$ cat src/common/pdm_params.svh
// Timing constants and encodings for the dimming and pump-ratio control
`ifndef PDM_PARAMS_SVH
`define PDM_PARAMS_SVH

`define PDM_CLK_MHZ            50
`define PDM_SETUP_NS           10000
`define PDM_LO_MIN_NS          200
`define PDM_LO_MAX_NS          100000
`define PDM_HI_MIN_NS          200
`define PDM_SHDN_US            1500
`define PDM_SETTLE_US          40
`define PDM_STEP_DELAY_US      400
`define PDM_LO_MIN_CYC         ((`PDM_LO_MIN_NS * `PDM_CLK_MHZ + 999) / 1000)
`define PDM_LO_MAX_CYC         ((`PDM_LO_MAX_NS * `PDM_CLK_MHZ) / 1000)
`define PDM_SHDN_CYC           (`PDM_SHDN_US * `PDM_CLK_MHZ)
`define PDM_SETTLE_CYC         (`PDM_SETTLE_US * `PDM_CLK_MHZ)
`define PDM_STEP_DELAY_CYC     (`PDM_STEP_DELAY_US * `PDM_CLK_MHZ)
`define PDM_GAIN_FULL          3'h0
`define PDM_GAIN_LAST          3'h5
`define PDM_CHANNELS           3

`endif

$ cat src/common/pdm_pkg.sv
// Types for the dimming and pump-ratio control
package pdm_pkg;
   typedef enum logic [1:0] {
      PDM_RATIO_1X,
      PDM_RATIO_1P33X,
      PDM_RATIO_1P5X,
      PDM_RATIO_2X
   } pdm_ratio_type;

   typedef enum logic [1:0] {
      PDM_WIRE_OFF,
      PDM_WIRE_HIGH,
      PDM_WIRE_LOW
   } pdm_wire_type;
endpackage : pdm_pkg

$ cat src/design/pdm_ratio_seq.sv
// Charge-pump ratio sequencer driven by regulation-sense flags
`timescale 1ns/100ps
`default_nettype none
`include "pdm_params.svh"
module pdm_ratio_seq #(
   parameter int CHANNELS   = `PDM_CHANNELS,
   parameter int STEP_DELAY = `PDM_STEP_DELAY_CYC
) (
   input  wire logic                  clk_i,
   input  wire logic                  rst_i,
   input  wire logic                  run_i,
   input  wire logic [CHANNELS-1:0]   regulated_i,
   input  wire logic [CHANNELS-1:0]   open_i,
   input  wire logic                  supply_ok_1x_i,
   output var pdm_pkg::pdm_ratio_type ratio_o
);
   localparam int CW = $clog2(STEP_DELAY + 1);

   initial begin
      if (STEP_DELAY < 1 || CHANNELS < 1)
         $error("pdm_ratio_seq: bad parameters");
   end

   pdm_pkg::pdm_ratio_type ratio_r;
   logic [CW-1:0]          delay_r;
   logic                   lost;
   logic                   all_open;

   // Open channels take no part in the decision
   assign lost     = |(~regulated_i & ~open_i);
   assign all_open = &open_i;
   assign ratio_o  = ratio_r;

   // Count restarts after each step so the next ratio gets a full delay
   always_ff @(posedge clk_i) begin
      if (rst_i || !run_i || !lost || supply_ok_1x_i) begin
         delay_r <= '0;
      end else if (delay_r == CW'(STEP_DELAY - 1)) begin
         delay_r <= '0;
      end else begin
         delay_r <= delay_r + CW'(1);
      end
   end

   always_ff @(posedge clk_i) begin
      if (rst_i || !run_i) begin
         ratio_r <= pdm_pkg::PDM_RATIO_1X;
      end else if (all_open) begin
         ratio_r <= pdm_pkg::PDM_RATIO_1X;
      end else if (ratio_r != pdm_pkg::PDM_RATIO_1X && supply_ok_1x_i) begin
         ratio_r <= pdm_pkg::PDM_RATIO_1X;
      end else if (lost && delay_r == CW'(STEP_DELAY - 1)) begin
         case (ratio_r)
            pdm_pkg::PDM_RATIO_1X:    ratio_r <= pdm_pkg::PDM_RATIO_1P33X;
            pdm_pkg::PDM_RATIO_1P33X: ratio_r <= pdm_pkg::PDM_RATIO_1P5X;
            pdm_pkg::PDM_RATIO_1P5X:  ratio_r <= pdm_pkg::PDM_RATIO_2X;
            default:                  ratio_r <= pdm_pkg::PDM_RATIO_2X;
         endcase
      end
   end
endmodule : pdm_ratio_seq
`default_nettype wire

$ cat src/design/pdm_control.sv
// Enable/dimming wire decoder, gain cycling and shutdown control
`timescale 1ns/100ps
`default_nettype none
`include "pdm_params.svh"
module pdm_control #(
   parameter int CHANNELS   = `PDM_CHANNELS,
   parameter int LO_MIN     = `PDM_LO_MIN_CYC,
   parameter int LO_MAX     = `PDM_LO_MAX_CYC,
   parameter int SHDN_LOW   = `PDM_SHDN_CYC,
   parameter int SETTLE     = `PDM_SETTLE_CYC,
   parameter int STEP_DELAY = `PDM_STEP_DELAY_CYC
) (
   input  wire logic                  clk_i,
   input  wire logic                  rst_i,
   input  wire logic                  enable_dim_wire_i,
   input  wire logic                  undervoltage_i,
   input  wire logic                  over_temp_i,
   input  wire logic                  supply_ok_1x_i,
   input  wire logic [CHANNELS-1:0]   regulated_i,
   input  wire logic [CHANNELS-1:0]   open_i,
   output logic                       enabled_o,
   output logic [2:0]                 gain_step_o,
   output logic                       gain_settling_o,
   output logic [CHANNELS-1:0]        led_sink_enable_o,
   output logic                       current_set_drive_o,
   output logic                       pump_run_o,
   output logic [1:0]                 pump_ratio_o
);
   localparam int LW = $clog2(SHDN_LOW + 1);
   localparam int SW = $clog2(SETTLE + 1);

   // Elaboration checks: the counters assume this ordering of the times
   initial begin
      if (CHANNELS < 1) begin
         $error("pdm_control: CHANNELS must be at least 1");
      end
      if (LO_MIN < 1) begin
         $error("pdm_control: LO_MIN must be at least 1");
      end
      if (LO_MAX <= LO_MIN) begin
         $error("pdm_control: LO_MAX must exceed LO_MIN");
      end
      if (SHDN_LOW <= LO_MAX) begin
         $error("pdm_control: SHDN_LOW must exceed LO_MAX");
      end
      if (SETTLE < 1) begin
         $error("pdm_control: SETTLE must be at least 1");
      end
      if (STEP_DELAY < 1) begin
         $error("pdm_control: STEP_DELAY must be at least 1");
      end
   end

   // Wire sampling
   logic                   wire_meta_r;
   logic                   wire_sync_r;
   logic                   wire_prev_r;

   // Wire decoding
   pdm_pkg::pdm_wire_type  wire_st_r;
   logic [LW-1:0]          low_cnt_r;
   logic                   pulse_ok_r;
   logic                   low_window;
   logic                   low_done;

   // Gain and settling
   logic [2:0]             gain_r;
   logic [SW-1:0]          settle_r;

   // Run control
   logic                   fault;
   logic                   rise;
   logic                   step;
   logic                   run;
   pdm_pkg::pdm_ratio_type ratio;

   assign fault = undervoltage_i | over_temp_i;
   assign rise  = wire_sync_r & ~wire_prev_r;
   assign run   = (wire_st_r != pdm_pkg::PDM_WIRE_OFF) & ~fault;

   // A low phase steps the gain only inside the program window
   assign low_window = (low_cnt_r >= LW'(LO_MIN - 1))
                    && (low_cnt_r <  LW'(LO_MAX));
   assign low_done   = (low_cnt_r == LW'(SHDN_LOW - 1));

   // Rising edge that ends a qualified low phase
   assign step = (wire_st_r == pdm_pkg::PDM_WIRE_LOW) & rise & pulse_ok_r;

   // First synchroniser stage; read only by the second
   always_ff @(posedge clk_i) begin
      if (rst_i) begin
         wire_meta_r <= 1'b0;
      end else begin
         wire_meta_r <= enable_dim_wire_i;
      end
   end

   // Second synchroniser stage
   always_ff @(posedge clk_i) begin
      if (rst_i) begin
         wire_sync_r <= 1'b0;
      end else begin
         wire_sync_r <= wire_meta_r;
      end
   end

   // Delayed copy for edge detection; resets to the pulled-down idle level
   always_ff @(posedge clk_i) begin
      if (rst_i) begin
         wire_prev_r <= 1'b0;
      end else begin
         wire_prev_r <= wire_sync_r;
      end
   end

   // Low-phase length counter, saturating at the shutdown time
   always_ff @(posedge clk_i) begin
      if (rst_i || wire_sync_r) begin
         low_cnt_r <= '0;
      end else if (low_cnt_r != LW'(SHDN_LOW)) begin
         low_cnt_r <= low_cnt_r + LW'(1);
      end
   end

   // Qualification of the low phase, frozen while the wire is high
   always_ff @(posedge clk_i) begin
      if (rst_i) begin
         pulse_ok_r <= 1'b0;
      end else if (!wire_sync_r) begin
         pulse_ok_r <= low_window;
      end
   end

   // Enable/shutdown state of the wire
   always_ff @(posedge clk_i) begin
      if (rst_i || fault) begin
         wire_st_r <= pdm_pkg::PDM_WIRE_OFF;
      end else begin
         case (wire_st_r)
            pdm_pkg::PDM_WIRE_OFF: begin
               if (wire_sync_r) begin
                  wire_st_r <= pdm_pkg::PDM_WIRE_HIGH;
               end
            end
            pdm_pkg::PDM_WIRE_HIGH: begin
               if (!wire_sync_r) begin
                  wire_st_r <= pdm_pkg::PDM_WIRE_LOW;
               end
            end
            pdm_pkg::PDM_WIRE_LOW: begin
               if (low_done) begin
                  wire_st_r <= pdm_pkg::PDM_WIRE_OFF;
               end else if (wire_sync_r) begin
                  wire_st_r <= pdm_pkg::PDM_WIRE_HIGH;
               end
            end
            default: begin
               wire_st_r <= pdm_pkg::PDM_WIRE_OFF;
            end
         endcase
      end
   end

   // Gain step: 0 is full scale, each step halves, wraps after the last
   always_ff @(posedge clk_i) begin
      if (rst_i || wire_st_r == pdm_pkg::PDM_WIRE_OFF) begin
         gain_r <= `PDM_GAIN_FULL;
      end else if (step) begin
         if (gain_r == `PDM_GAIN_LAST) begin
            gain_r <= `PDM_GAIN_FULL;
         end else begin
            gain_r <= gain_r + 3'h1;
         end
      end
   end

   // Settling window after each gain change
   always_ff @(posedge clk_i) begin
      if (rst_i || wire_st_r == pdm_pkg::PDM_WIRE_OFF) begin
         settle_r <= '0;
      end else if (step) begin
         settle_r <= SW'(SETTLE);
      end else if (settle_r != '0) begin
         settle_r <= settle_r - SW'(1);
      end
   end

   pdm_ratio_seq #(
      .CHANNELS   (CHANNELS),
      .STEP_DELAY (STEP_DELAY)
   ) u_ratio (
      .clk_i          (clk_i),
      .rst_i          (rst_i),
      .run_i          (run),
      .regulated_i    (regulated_i),
      .open_i         (open_i),
      .supply_ok_1x_i (supply_ok_1x_i),
      .ratio_o        (ratio)
   );

   // Enable status
   always_ff @(posedge clk_i) begin
      if (rst_i) begin
         enabled_o <= 1'b0;
      end else begin
         enabled_o <= run;
      end
   end

   // Gain step seen by the current sinks
   always_ff @(posedge clk_i) begin
      if (rst_i) begin
         gain_step_o <= `PDM_GAIN_FULL;
      end else begin
         gain_step_o <= gain_r;
      end
   end

   // Settling status
   always_ff @(posedge clk_i) begin
      if (rst_i) begin
         gain_settling_o <= 1'b0;
      end else begin
         gain_settling_o <= settle_r != '0;
      end
   end

   // Sinks are released in shutdown and on open channels
   always_ff @(posedge clk_i) begin
      if (rst_i) begin
         led_sink_enable_o <= '0;
      end else begin
         led_sink_enable_o <= {CHANNELS{run}} & ~open_i;
      end
   end

   // Current-set reference released in shutdown
   always_ff @(posedge clk_i) begin
      if (rst_i) begin
         current_set_drive_o <= 1'b0;
      end else begin
         current_set_drive_o <= run;
      end
   end

   // Charge pump runs only while enabled
   always_ff @(posedge clk_i) begin
      if (rst_i) begin
         pump_run_o <= 1'b0;
      end else begin
         pump_run_o <= run;
      end
   end

   // Ratio shows 1x while off
   always_ff @(posedge clk_i) begin
      if (rst_i) begin
         pump_ratio_o <= 2'h0;
      end else if (run) begin
         pump_ratio_o <= ratio;
      end else begin
         pump_ratio_o <= 2'h0;
      end
   end
endmodule : pdm_control
`default_nettype wire

$ cat config.mk
export PLATFORM = sky130hd
export DESIGN_NAME = pdm_control
export DESIGN_NICKNAME = d
export VERILOG_FILES = /design/src/common/pdm_pkg.sv /design/src/design/pdm_ratio_seq.sv /design/src/design/pdm_control.sv
export VERILOG_INCLUDE_DIRS = /design/src /design/src/common
export SDC_FILE = /design/constraint.sdc
export NUM_CORES = 1
export LEC_CHECK = 0
export BUFFER_PORTS_ARGS = -buffer_cell sky130_fd_sc_hd__buf_2
export CAP_MARGIN = 20
export CORE_UTILIZATION = 50
export DETAILED_ROUTE_END_ITERATION = 12
export GPL_ROUTABILITY_DRIVEN = 0
export PLACE_DENSITY = 0.68
export REMOVE_ABC_BUFFERS = 1
export SETUP_SLACK_MARGIN = 0.2
export SLEW_MARGIN = 40
export SYNTH_ARGS = -nofsm -noshare
export SYNTH_HDL_FRONTEND = slang
export SYNTH_SLANG_ARGS = --single-unit
$ cat constraint.sdc
create_clock -name clk_i -period 5.6 [get_ports clk_i]
set_clock_uncertainty 0.05 [all_clocks]
set_input_delay 0.84 -clock clk_i [delete_from_list [all_inputs] [get_ports clk_i]]
set_output_delay 0.84 -clock clk_i [all_outputs]
set_load 0.1 [all_outputs]
==> impl_metrics.tcl <==
set metrics [dict create \
    ioPinCount 24 \
    slew_viol_final 0 \
    setup_viol 0 \
    cp-end-kind "register" \
    viasPerCell 5.43 \
    ys_ff_latch 64 \
    period_share_pct 47.2 \
    core_area_um2 5200 \
    pwr-share-comb_pct 2.2 \
    pwr-share-clk_pct 42.1 \
    power_per_cell_area_nw_per_um2 271 \
    dr.pass1.iters 4 \
    drt_wl_total_mm 5.06 \
    met1_usage_pct 25.0 \
    syn_inst 304 \
    grt_antenna_before_repair 0 \
    required_ps 5810 \
    area_growth_pct 11.3 \
    maxCapViolCount 0 \
    io_buffers 23 \
    die_w_um 76.1 \
    worst_slew_pin_slew_ps 767 \
    placed_cells 384 \
    grt_max_degree 18 \
    grt_first_pass_wirelength_mm 9.07 \
    crit_chain "buf_2 > o21bai_1 > or3_1 > or4b_1 > a21oi_1" \
    first_global_vias 2047 \
    top_usage_layer "met2" \
    ys_warn_count 0 \
    die-height_um 76.1 \
    finalSetupTns_ps 0 \
    cp_slowest_cell "or4b_1" \
    final_common_cell "dfxtp_1" \
    hold_buffers 0 \
    synth-edff-count 0 \
    hp-class "register to register" \
    use_met2_pct 30.3 \
    syn_area_per_cell_um2 9.03 \
    finalHoldViolCount 0 \
    clk_pin_slew_ps 70 \
    cts-buffers-inserted 9 \
    dieArea_um2 5790 \
    slowest_delay_ps 780 \
    synthDistinctLibCells 48 \
    drc 0 \
    post_cts_resized 0 \
    p_int_mw 0.637 \
    antenna_left 0 \
    root_buffer "clkbuf_8" \
    rsz0062_at_grt "false" \
    clock-sinks 64 \
    drt-wirelength-per-cell_um 12.6 \
    antenna_cells 0 \
    synthArstFlopShare_pct 0 \
    crit_type "input pin to register" \
    layoutNonFillerInstCount 400 \
    layout_common_cells "dfxtp_1 (64), nor2_1 (41), buf_2 (23), nand3_1 (18)" \
    nets 342 \
    synth_flop_cell "dfxtp_1" \
    seq_area_frac_synth_pct 46.7 \
    final_util_pct 58.7 \
    drive_gt1_share_pct 13.3 \
    cts_tree "built" \
    period_minus_slack_ps 2650 \
    fmax_mhz 378 \
    switching_share_pct 23.0 \
    grtUsageMet3_pct 7.90 \
    initial_core_util_pct 52.8 \
    ir_drop_mv 0.151 \
    seqPwrFrac_pct 55.7 \
    synth_top_area_cell "dfxtp_1" \
    stdcell_area_um2 3060 \
    power.switching_mw 0.190 \
    p_leak_nw 1.10 \
    overflow 0 \
    status "completed" \
    cp_max_fo 15 \
    placed_area_um2 2880 \
    h-tree-depth 3 \
    post-cts-setup-buffers 0 \
    synth_area_leaders "dfxtp_1 (47%), nor2_1 (5.6%), xnor2_1 (4.5%)" \
    timing.slew.headroom_pct 48.4 \
    cts_buffer_depth 2 \
    arrival_ps 2850 \
    dr.first_iter.drc_count 79 \
    synth_top_area_share_pct 46.7 \
    worstSetupStartpointType "input pin" \
    grtUsageTotal_pct 19.6 \
    hpwl_mm 3.29 \
    clk_latency_ps 340 \
    vias 2172 \
    syn_area_um2 2750 \
    num_rows 26 \
]
==> state kept, by name, summed over array words and instances, names as in the netlist <==
register           cells
pump_run_o             1
wire_st_r              2
pulse_ok_r             1
wire_sync_r            1
wire_prev_r            1
settle_r              11
wire_meta_r            1
led_sink_enable_o      3
gain_step_o            3
gain_settling_o        1
u_ratio.ratio_o        2
low_cnt_r             17
u_ratio.delay_r       15
gain_r                 3
pump_ratio_o           2
==> critical path: cells and delay by family <==
kind	cells	cell delay, ps
buffers and inverters	1	170
AOI/OAI and AO/OA	2	560
and+or+nand+nor	2	1280
==> worst paths after layout <==
path | startpoint | to | slack (ps) | cells after the start
setup / recovery | rst_i | u_ratio.delay_r[13] | 2950 | 5
hold / removal | wire_meta_r | wire_sync_r | 410 | 1
setup reg to reg | wire_st_r[1] | u_ratio.delay_r[13] | 3360 | 4
hold reg to reg | wire_meta_r | wire_sync_r | 410 | 1
==> kinds of logic after synthesis <==
logic type	Yosys count	share of synthesized area, %
compound gates	43	10.0
xor+xnor	28	8.93
fa+ha+maj	5	2.28
buf+inv	23	3.83
flops	64	46.7
mux	1	0.364
simple gates	140	27.9
==> Yosys cell counts, types with 4 or more instances <==
library cell / n
inv_1: 10
a21oi_1: 13
clkbuf_1: 7
and4_1: 4
nor3_1: 9
nor2_1: 41
xor2_1: 14
o21ai_0: 9
ha_1: 5
a31oi_1: 5
nand3_1: 18
nand2_1: 11
xnor2_1: 14
nand4_1: 8
nor4_1: 7
nor2b_1: 6
dfxtp_1: 64
or3_1: 10
==> routing by layer <==
metal	vias to the layer above	part of all wire [%]
li1	1122	-
met1	1016	50
met2	32	46
met3	2	3.3
met4	0	0.53
met5	-	0
==> power by group through the flow <==
stage	combinational (mW)	sequential (mW)	clock, mW
floorplan	0.00945	0.471	0
global placement	0.0176	0.471	0
detailed placement	0.0179	0.471	0
CTS	0.0181	0.461	0.360
global route	0.0211	0.461	0.379
finish	0.0181	0.461	0.348
==> layout make-up <==
class,count,area (um^2)
fill,488,2150
tap,70,87.6
inverter,10,37.5
timing repair buffer,23,115
sequential,64,1280
multi-input combinational,217,1360
clock inverter,5,32.5
clock buffer,11,141
==> stage by stage <==
stage	hold WS (ps)	total power, mW	setup WS (ps)
3_3_place_gp	368	0.489	2640
6_report	411	0.827	2950
3_5_place_dp	399	0.489	2640
5_1_grt	433	0.861	2830
2_1_floorplan	364	0.481	2510
4_1_cts	411	0.839	2980
(Power assumes the default switching activity.)
